<file path="src/ccpu_pkg.sv">
// Constants, register map and carrier types of the PWM unit.
// Assumes a 32-bit classic Wishbone slave with byte addresses.
package ccpu_pkg;

  // Register byte offsets
  localparam logic [7:0] ADR_UNIT_CONTROL = 8'h00;
  localparam logic [7:0] ADR_DUTY_LOW = 8'h04;
  localparam logic [7:0] ADR_DUTY_HIGH = 8'h08;
  localparam logic [7:0] ADR_PERIOD_LIMIT = 8'h0C;
  localparam logic [7:0] ADR_TIMER_CTRL = 8'h10;
  localparam logic [7:0] ADR_PERIOD_TIMER = 8'h14;
  localparam logic [7:0] ADR_PIN_CTRL = 8'h18;

  // Control register fields
  localparam int CTL_EN = 7;
  localparam int CTL_OUT = 5;
  localparam int CTL_FMT = 4;
  localparam int CTL_MODE_HI = 3;
  localparam int CTL_MODE_LO = 2;

  // Timer control fields
  localparam int TCT_ON = 7;
  localparam int TCT_PS_HI = 1;

  // Pin control fields: input direction bit, map select
  localparam int PIN_DIR = 7;
  localparam int PIN_MAP_HI = 1;
  localparam int PIN_COUNT = 4;

  // Reset values
  localparam logic [7:0] RST_UNIT_CONTROL = 8'h00;
  localparam logic [7:0] RST_DUTY = 8'h00;
  localparam logic [7:0] RST_PERIOD_LIMIT = 8'h00;
  localparam logic [7:0] RST_TIMER_CTRL = 8'h00;
  localparam logic [7:0] RST_PIN_CTRL = 8'h80;

  // Prescaler masks for 1:1/4/16/64, giving 4/16/64/256 system clocks per timer step
  localparam logic [7:0] PS_MASK_1 = 8'h03;
  localparam logic [7:0] PS_MASK_4 = 8'h0F;
  localparam logic [7:0] PS_MASK_16 = 8'h3F;
  localparam logic [7:0] PS_MASK_64 = 8'hFF;

  // Internal copies of the waveform for on-chip consumers
  typedef struct packed {
    logic wave_gen;
    logic adc_trig;
    logic timer_rst;
    logic meas_window;
    logic logic_cell;
  } ccpu_taps_s;

endpackage

</file>
<file path="src/ccpu_unit.sv">
// PWM unit: period timer with prescaler, double-buffered duty, output
// pin with pin mapping, internal taps, and a classic Wishbone slave.
// Assumes one system clock and a synchronous active-high reset.
//
// Functional notes
// - A pulse width longer than the period leaves the output at its level.
// - All PWM timing is counted straight from the system clock.
// - Reset restores every register and turns the pins to input.
// - The waveform feeds wave generator, ADC, timer reset, window, logic cell.
// - The pin output is steered to a selectable physical pin.
// - Control bit 5 reads the output level and ignores writes.
// - After timer equals limit, clear timer, set pin unless zero or over period, latch duty.
// - The alignment bit selects how the duty pair packs the 10-bit value.
// - Timer plus two sub bits form a time base whose duty match clears pin.
// - Duty writes at any time only take hold at the next period.
`timescale 1ns/100ps
`default_nettype none

module ccpu_unit
  import ccpu_pkg::*;
(
  // Clock and reset
  input wire logic clk_i,
  input wire logic rst_i,
  // Wishbone slave
  input wire logic wb_cyc_i,
  input wire logic wb_stb_i,
  input wire logic wb_we_i,
  input wire logic [7:0] wb_adr_i,
  input wire logic [3:0] wb_sel_i,
  input wire logic [31:0] wb_dat_i,
  output logic [31:0] wb_dat_o,
  output logic wb_ack_o,
  // Mapped pins
  output logic [PIN_COUNT-1:0] pin_o,
  output logic [PIN_COUNT-1:0] pin_oe_o,
  // Internal consumers
  output ccpu_taps_s taps_o
);

  // Mask of prescaler bits for one timer step
  function automatic logic [7:0] ps_mask(input logic [1:0] sel);
    case (sel)
      2'h0: ps_mask = PS_MASK_1;
      2'h1: ps_mask = PS_MASK_4;
      2'h2: ps_mask = PS_MASK_16;
      default: ps_mask = PS_MASK_64;
    endcase
  endfunction

  // Two low time-base bits: clock phase or top prescaler bits
  function automatic logic [1:0] sub_bits(input logic [7:0] ps,
                                          input logic [1:0] sel);
    case (sel)
      2'h0: sub_bits = ps[1:0];
      2'h1: sub_bits = ps[3:2];
      2'h2: sub_bits = ps[5:4];
      default: sub_bits = ps[7:6];
    endcase
  endfunction

  // Pack the duty pair by alignment
  function automatic logic [9:0] duty_of(input logic fmt,
                                         input logic [7:0] lo,
                                         input logic [7:0] hi);
    duty_of = fmt ? {hi, lo[7:6]} : {hi[1:0], lo};
  endfunction

  logic [7:0] ctrl_q, ctrl_d;
  logic [7:0] dlo_q, dlo_d, dhi_q, dhi_d;
  logic [7:0] pr_q, pr_d, tctl_q, tctl_d, pctl_q, pctl_d;
  logic [7:0] ps_q, ps_d, tmr_q, tmr_d;
  logic [9:0] dbuf_q, dbuf_d;
  logic out_q, out_d;
  logic [PIN_COUNT-1:0] pin_d, oe_d;
  logic [31:0] rdat_d;
  logic ack_d;
  logic pwm_on, tick_end, roll, over;
  logic [9:0] duty_val, tb_next;
  logic [10:0] period_len;
  logic [7:0] ctrl_rd;
  logic wr;

  // Mode decode and time base
  always_comb
  begin
    pwm_on = ctrl_q[CTL_EN] & ctrl_q[CTL_MODE_HI]
             & ctrl_q[CTL_MODE_LO];
    tick_end = tctl_q[TCT_ON]
               & ((ps_q & ps_mask(tctl_q[TCT_PS_HI:0]))
                  == ps_mask(tctl_q[TCT_PS_HI:0]));
    roll = tick_end & (tmr_q == pr_q);
    duty_val = duty_of(ctrl_q[CTL_FMT], dlo_q, dhi_q);
    period_len = {1'b0, pr_q, 2'b00} + 11'h004;
    over = {1'b0, duty_val} > period_len;
    ctrl_rd = {ctrl_q[CTL_EN], 1'b0, out_q, ctrl_q[CTL_FMT:0]};
    wr = wb_cyc_i & wb_stb_i & ~wb_ack_o & wb_we_i & wb_sel_i[0];
  end

  // Next state of registers, timer, output and bus
  always_comb
  begin
    ctrl_d = ctrl_q;
    dlo_d = dlo_q;
    dhi_d = dhi_q;
    pr_d = pr_q;
    tctl_d = tctl_q;
    pctl_d = pctl_q;
    ps_d = ps_q;
    tmr_d = tmr_q;
    dbuf_d = dbuf_q;
    out_d = out_q;
    ack_d = wb_cyc_i & wb_stb_i & ~wb_ack_o;
    rdat_d = 32'h0000_0000;
    // Register writes, low byte lane only
    if (wr)
    begin
      case (wb_adr_i)
        ADR_UNIT_CONTROL: ctrl_d = {wb_dat_i[7], 2'b00, wb_dat_i[4:0]};
        ADR_DUTY_LOW: dlo_d = wb_dat_i[7:0];
        ADR_DUTY_HIGH: dhi_d = wb_dat_i[7:0];
        ADR_PERIOD_LIMIT: pr_d = wb_dat_i[7:0];
        ADR_TIMER_CTRL: tctl_d = wb_dat_i[7:0];
        ADR_PERIOD_TIMER: tmr_d = wb_dat_i[7:0];
        ADR_PIN_CTRL: pctl_d = wb_dat_i[7:0];
        default: ;
      endcase
    end
    // Register reads, unmapped reads zero
    if (ack_d & ~wb_we_i)
    begin
      case (wb_adr_i)
        ADR_UNIT_CONTROL: rdat_d = {24'h000000, ctrl_rd};
        ADR_DUTY_LOW: rdat_d = {24'h000000, dlo_q};
        ADR_DUTY_HIGH: rdat_d = {24'h000000, dhi_q};
        ADR_PERIOD_LIMIT: rdat_d = {24'h000000, pr_q};
        ADR_TIMER_CTRL: rdat_d = {24'h000000, tctl_q};
        ADR_PERIOD_TIMER: rdat_d = {24'h000000, tmr_q};
        ADR_PIN_CTRL: rdat_d = {24'h000000, pctl_q};
        default: rdat_d = 32'h0000_0000;
      endcase
    end
    // Prescaler and period timer from the system clock
    if (tctl_q[TCT_ON])
    begin
      ps_d = tick_end ? 8'h00 : ps_q + 8'h01;
    end
    if (roll)
    begin
      tmr_d = 8'h00;
      dbuf_d = duty_val;
    end
    else if (tick_end)
    begin
      tmr_d = tmr_q + 8'h01;
    end
    // Output waveform; the pin falls as the time base reaches the duty
    tb_next = {tmr_d, sub_bits(ps_d, tctl_q[TCT_PS_HI:0])};
    if (!pwm_on)
    begin
      out_d = 1'b0;
    end
    else if (roll)
    begin
      if (over)
      begin
        out_d = out_q;
      end
      else
      begin
        out_d = (duty_val != 10'h000);
      end
    end
    else if (tb_next == dbuf_q)
    begin
      out_d = 1'b0;
    end
  end

  // Pin mapping and drive enables
  always_comb
  begin
    for (int i = 0; i < PIN_COUNT; i++)
    begin
      pin_d[i] = out_d & (pctl_d[PIN_MAP_HI:0] == 2'(i));
      oe_d[i] = ~pctl_d[PIN_DIR] & ctrl_d[CTL_EN]
                & (pctl_d[PIN_MAP_HI:0] == 2'(i));
    end
  end

  // Register all state
  always_ff @(posedge clk_i)
  begin
    if (rst_i)
    begin
      ctrl_q <= RST_UNIT_CONTROL;
      dlo_q <= RST_DUTY;
      dhi_q <= RST_DUTY;
      pr_q <= RST_PERIOD_LIMIT;
      tctl_q <= RST_TIMER_CTRL;
      pctl_q <= RST_PIN_CTRL;
      ps_q <= 8'h00;
      tmr_q <= 8'h00;
      dbuf_q <= 10'h000;
      out_q <= 1'b0;
      pin_o <= '0;
      pin_oe_o <= '0;
      taps_o <= '0;
      wb_ack_o <= 1'b0;
      wb_dat_o <= 32'h0000_0000;
    end
    else
    begin
      ctrl_q <= ctrl_d;
      dlo_q <= dlo_d;
      dhi_q <= dhi_d;
      pr_q <= pr_d;
      tctl_q <= tctl_d;
      pctl_q <= pctl_d;
      ps_q <= ps_d;
      tmr_q <= tmr_d;
      dbuf_q <= dbuf_d;
      out_q <= out_d;
      pin_o <= pin_d;
      pin_oe_o <= oe_d;
      taps_o <= {5{out_d}};
      wb_ack_o <= ack_d;
      wb_dat_o <= rdat_d;
    end
  end
endmodule

`default_nettype wire

</file>
<file path="config.mk">
export PLATFORM = sky130hd
export DESIGN_NAME = ccpu_unit
export DESIGN_NICKNAME = d
export VERILOG_FILES = /design/src/ccpu_pkg.sv /design/src/ccpu_unit.sv
export SDC_FILE = /design/constraint.sdc
export NUM_CORES = 1
export LEC_CHECK = 0
export ABC_AREA = 0
export ABC_CLOCK_PERIOD_IN_PS = 3700
export BUFFER_PORTS_ARGS = -buffer_cell sky130_fd_sc_hd__buf_4
export CELL_PAD_IN_SITES_DETAIL_PLACEMENT = 0
export CELL_PAD_IN_SITES_GLOBAL_PLACEMENT = 1
export CORE_MARGIN = 2
export CORE_UTILIZATION = 42
export DETAILED_ROUTE_END_ITERATION = 7
export PLACE_DENSITY = 0.85
export SYNTH_ARGS = -nofsm -noshare
export SYNTH_HDL_FRONTEND = slang
export SYNTH_SLANG_ARGS = --single-unit
</file>
<file path="constraint.sdc">
create_clock -name clk_i -period 3.7 [get_ports clk_i]
set_clock_uncertainty 0.2 [all_clocks]
set_input_delay 0.185 -clock clk_i [delete_from_list [all_inputs] [get_ports clk_i]]
set_output_delay 0.185 -clock clk_i [all_outputs]
set_load 0.1 [all_outputs]
</file>
# == Yosys cells after proc, flatten, opt, wreduce, memory -nomap -nowiden ==
# Cells that the tools add are included.
# classes
addsub,3
magnitude_cmp,1
multipliers,0
n_div,0
eq_ne,14
bitwise_logic,23
n_reduce_logical,11
mux,18
n_shift,0
# ops
operator,n
2-to-1 mux 8 bit,10
one-hot mux 8 bit (7 select lines),1
== test 8 x 5 -> 1 bit (second input constant),3
one-hot mux 8 bit (3 select lines),1
bitwise AND 1 bit,18
adder 8 x 1 -> 8 bit (second input constant),2
== test 8 x 4 -> 1 bit (second input constant),2
== test 8 bit,2
AND reduction 2 bit,6
adder 10 x 3 -> 11 bit (second input constant),1
greater-than comparator 10 x 11 -> 1 bit,1
== test 10 bit,1
2-to-1 mux 10 bit,1
nonzero test 10 bit,1
bitwise AND 8 bit,1
== test 8 x 3 -> 1 bit (second input constant),1
zero test 8 bit,1
== test 2 bit (second input constant),3
one-hot mux 2 bit (3 select lines),1
== test 2 x 1 -> 1 bit (second input constant),2
zero test 2 bit,2
2-to-1 mux 1 bit,4
NOT 1 bit,4
OR reduction 2 bit,1
# totals
ramBits,0
out_inout_bits,46
latch_bits,0
romBits,0
register_bits,114
wordCells,86
mem_count,0

# == Longest topological paths before layout ==
# depth
depth_word,13
mapped_depth,12
depth_no_buf,12

# == Least setup slack after synthesis ==
# Ideal clock, no wire load.
# synth_timing
path_kind,reg2reg
start,register wb_ack_o
end,register pin_o[1]
stages_incl_launch_ff,10
path_slack_ns,0.263
required_time_ns,3.361
arrival_time_ns,3.098
path_buffers,1
period_less_slack_ns,3.437
path_cell_list,dfxtp_1 > nand3b_1 > or4_4 > buf_6 > o211a_2 > nor3_4 > or4b_1 > a31o_1 > a211oi_4 > a211oi_1
# synth_between
elab_chain_cells,12
# synth_rtl
item,line_no,rtl
from (decl),ccpu_unit.sv:33,"output logic wb_ack_o,"
from (signal assigned),ccpu_unit.sv:227,wb_ack_o <= ack_d;
NOT 1 bit *,ccpu_unit.sv:97,wr = wb_cyc_i & wb_stb_i & ~wb_ack_o & wb_we_i & wb_sel_i[0];
bitwise AND 1 bit * (3 in a row),ccpu_unit.sv:97,
2-to-1 mux 8 bit,ccpu_unit.sv:116,if (wr)
2-to-1 mux 8 bit,ccpu_unit.sv:153,else if (tick_end)
2-to-1 mux 8 bit,ccpu_unit.sv:148,if (roll)
== test 10 bit,ccpu_unit.sv:174,else if (tb_next == dbuf_q)
2-to-1 mux 1 bit,ccpu_unit.sv:174,
2-to-1 mux 1 bit,ccpu_unit.sv:163,else if (roll)
2-to-1 mux 1 bit,ccpu_unit.sv:159,if (!pwm_on)
bitwise AND 1 bit *,ccpu_unit.sv:185,pin_d[i] = out_d & (pctl_d[PIN_MAP_HI:0] == 2'(i));
to (signal assigned),ccpu_unit.sv:224,pin_o <= pin_d;
to (decl),ccpu_unit.sv:35,"output logic [PIN_COUNT-1:0] pin_o,"
# Mark *: on every way between the ends. The rest lies on a longest branch, timed or not.
# A chain may end at the register's enable or synchronous reset.

# == Worst setup path in the final report ==
# layout_timing
start,register ps_q[0]
end,register pin_o[0]
# layout_between
elab_chain_cells,11
# layout_rtl
item,line_no,rtl
from (decl),ccpu_unit.sv:72,"logic [7:0] ps_q, ps_d, tmr_q, tmr_d;"
from (signal assigned),ccpu_unit.sv:220,ps_q <= ps_d;
branches (longest 8 deep; another with adder 8 x 1 -> 8 bit),n/a,
2-to-1 mux 1 bit *,ccpu_unit.sv:163,
2-to-1 mux 1 bit *,ccpu_unit.sv:159,
bitwise AND 1 bit *,ccpu_unit.sv:185,
# Every way passes the cells marked *.

==> results summary <==
From left edge to right edge, the die measures 114 µm. The number of antenna violations at the first check in global routing is 0. The total number of vias is 4688. The number of buffer cells added on primary ports came out at 43. The share of the Yosys chip area taken by registers is 35.3%.

The setup TNS is 0 ns. 0 antenna diodes ended up in the layout. The maximum achievable frequency came out at 287 MHz. The data required time at the worst endpoint came out at 3.69 ns. Before CTS, the worst setup slack after placement is 0.237 ns. After routing the design area is 5890 µm².

The path class of the tightest hold or removal check is input port to flop. In the finished design, the share of the clock period the worst path needs comes to 94.2%. The number of storage elements in the synthesis netlist is 90.

The leading area contributor after synthesis is sky130_fd_sc_hd__dfxtp_1. The congestion estimate from routability-driven global placement came to 0.966. The final worst setup slack came out at 0.214 ns.

The number of buffers created by CTS is 9. The maximum number of pins on one net before global-route repair came out at 74. The count of final max-slew check failures was 0. The maximum fanout count along the critical path is 7. The clock sink count is 90. Data on the critical path arrives at its endpoint at 3.48 ns. The via count of the first global-routing pass came out at 4358. The post-synthesis instance total came out at 600.

The standard cell area after detailed placement came out at 5520 µm². The post-route antenna net violation count is 0. The hold buffer count at cts came out at 8. The run finished with clean final reports.

The core area came out at 11900 µm². The worst setup path is of the flop to flop kind. Setup repair after global routing left no endpoint under its margin. The cell sitting at the root of the clock tree is a sky130_fd_sc_hd__clkbuf_16. The row count is 40.

The met3 global-route usage is 3.34%. The power per cell area came out at 350 nW/µm². The element type at the critical path start is a flop. The total wire length came out at 14.8 mm. The top cell type by area accounts for 35.3% of the synthesized area. sky130_fd_sc_hd__dfxtp_1 is the most common cell in the netlist.

The vertical die dimension is 114 µm. The CTS clock-pin slew for the worst setup and hold paths came out at 0.07 ns. The share of flip-flops with an asynchronous set or reset is 0%. The total die area is 13000 µm². The met2 usage is 35.4%.

The largest stage delay on the critical path is 0.54 ns. The largest voltage drop on the vdd net came out at 0.000200 V. In this run, post-CTS repair resized a total of 0 instances. The leakage power is 2.11 nW. The number of setup violations in the final report came out at 0.

The number of search-and-repair iterations in the first detailed-routing pass is 6. On the critical path the largest part of the delay comes from compound AO/OA/AOI/OAI gates. The commonest cells after synthesis are sky130_fd_sc_hd__dfxtp_1 (90), sky130_fd_sc_hd__nor2_1 (75), sky130_fd_sc_hd__nand2_1 (52). The routed design could run at a clock period as short as 3.49 ns. The post-synthesis average cell area is 8.50 µm².

The largest individual stage delay along the critical path comes from the cell sky130_fd_sc_hd__or4_1. For this block, the initial DRC count from the detailed router was 747. The buffer depth of the longest clock path came out at 2.

Traced cell by cell, the critical path runs through ha_1 -> nand2_1 -> a21o_1 -> o21ai_0 -> o2bb2ai_1 -> a211o_1 -> or4_1 -> a211oi_4 -> a21oi_1. The remaining design rule violation count is 0. The max-capacitance violation count came out at 0.

Across every metal layer, demand over resource in global routing totals 22.9%. The number of synthesized flops with an enable pin came out at 0. The global route total overflow is 0. The wire length of the first global-routing pass is 23.0 mm. The count of distinct cell types in the synthesized netlist came out at 69. The via-per-instance ratio is 5.90. STA classifies the critical path endpoint as a flop. The worst-margin pin slew came out at 0.933 ns.

The number of levels in the clock H-tree is 3. The number of primary I/O pins is 95. The post-synthesis instance area is 5100 µm². The relative max-transition margin came out at 37.3%. For this run, the leading register cell type out of synthesis is sky130_fd_sc_hd__dfxtp_1. The post-DP HPWL is 10.8 mm. The share of post-route cells with drive strength above 1 is 16.0%. The met1 track demand over resource in global routing is 31.2%. The initial cell density of the core is 42.8%. The post-CTS setup-driven buffer insertion count is 0. The sum of buffers and inverters on the critical path came out at 0.

met2 is the most crowded layer. From synthesis to final layout, the design area changed by 15.5%. The detailed-route wire length per cell is 18.6 µm.

Measured on the finished design, the core utilization comes to 49.4%. TritonCTS built the clock tree. The number of nets in the layout came out at 703.

After synthesis, the cell types taking the most area are sky130_fd_sc_hd__dfxtp_1 (35%), sky130_fd_sc_hd__mux2i_1 (8.6%), sky130_fd_sc_hd__nor2_1 (5.5%). The clock network latency to the later pin of the worst-skew pair is 0.34 ns. The yosys synthesis warning count is 0. The final hold violation count came to 0.
## per-stage QoR
stage	hold slack [ns]	instances	power, mW
after floorplan	0.123	623	1.15
after global placement	0.240	771	1.16
after detailed placement	0.248	771	1.16
after CTS	0.0593	795	2.07
after global routing	0.0878	795	2.12
final	0.0732	795	2.06
## layer usage
metal / part of all wire (%) / vias to the layer above
met4: 4.0 / 0
met3: 8.7 / 40
li1: - / 2217
met2: 45 / 232
met5: 0 / -
met1: 43 / 2199
## layout make-up
type | count | area (µm²)
clock buffer | 9 | 225
tap | 147 | 184
clock inverter | 7 | 67.6
inverter | 11 | 41.3
fill | 1149 | 6020
sequential | 90 | 1800
multi-input combinational | 457 | 2990
timing repair buffer | 74 | 576
## final timing paths
kind | from | end | slack, ns | depth (start not counted)
worst min-delay path | wb_stb_i | wb_ack_o$_SDFF_PP0_ | 0.07 | 3
worst max register to register | ps_q[0]$_SDFF_PP0_ | pin_o[0]$_SDFF_PP0_ | 0.21 | 9
worst min register to register | pctl_q[4]$_SDFFE_PP0P_ | pctl_q[4]$_SDFFE_PP0P_ | 0.26 | 2
worst max-delay path | ps_q[0]$_SDFF_PP0_ | pin_o[0]$_SDFF_PP0_ | 0.21 | 9
## cells in the final DEF (no fill, tap or decap), types with 7 or more instances in the layout
master                           n
sky130_fd_sc_hd__mux2_2          8
sky130_fd_sc_hd__a222oi_1       14
sky130_fd_sc_hd__inv_1          11
sky130_fd_sc_hd__nor3_1         22
sky130_fd_sc_hd__dfxtp_1        90
sky130_fd_sc_hd__a21oi_1        32
sky130_fd_sc_hd__dlygate4sd3_1   8
sky130_fd_sc_hd__nand3_1        16
sky130_fd_sc_hd__nor2_1         75
sky130_fd_sc_hd__mux2i_1        44
sky130_fd_sc_hd__nand2b_1        7
sky130_fd_sc_hd__xnor2_1        16
sky130_fd_sc_hd__nand2_1        52
sky130_fd_sc_hd__buf_4          66
sky130_fd_sc_hd__clkbuf_16       9
sky130_fd_sc_hd__conb_1         24
sky130_fd_sc_hd__xor2_1          7
sky130_fd_sc_hd__ha_1           11
sky130_fd_sc_hd__a211oi_1       13
sky130_fd_sc_hd__o21ai_0         8
## tightest hold or removal path, cell delays in order
cell                       delay, ns
sky130_fd_sc_hd__buf_4          0.11
sky130_fd_sc_hd__nand3b_1       0.18
sky130_fd_sc_hd__nor2_1         0.08
## cells by family (layout without fill, tap and decap cells)
family | count (synthesis) | after routing | share of synthesized area [%]
XOR/XNOR | 23 | 23 | 3.95
AND/OR/NAND/NOR | 227 | 227 | 22.2
multiplexers | 52 | 52 | 10.4
adder cells (fa/ha/maj) | 11 | 11 | 2.70
AO/OA/AOI/OAI | 120 | 120 | 17.4
other | 1 | 24 | 0.0735
flip-flops | 90 | 90 | 35.3
buffers and inverters | 76 | 101 | 7.92
## sequential cells by signal, summed over array words and instances, names as in the netlist
register	flops
dbuf_q	10
pctl_q	8
wb_dat_o	8
dhi_q	8
ps_q	8
out_q	1
wb_ack_o	1
dlo_q	8
pin_o	4
tmr_q	8
pr_q	8
ctrl_q	6
tctl_q	8
pin_oe_o	4
## power by group
group	total [mW]	internal [mW]	switching, mW
Clock	0.910	0.522	0.388
Combinational	0.179	0.0266	0.152
Sequential	0.969	0.969	0.000399
Total	2.06	1.52	0.541
Note: power is estimated with default switching activity, not from simulation.
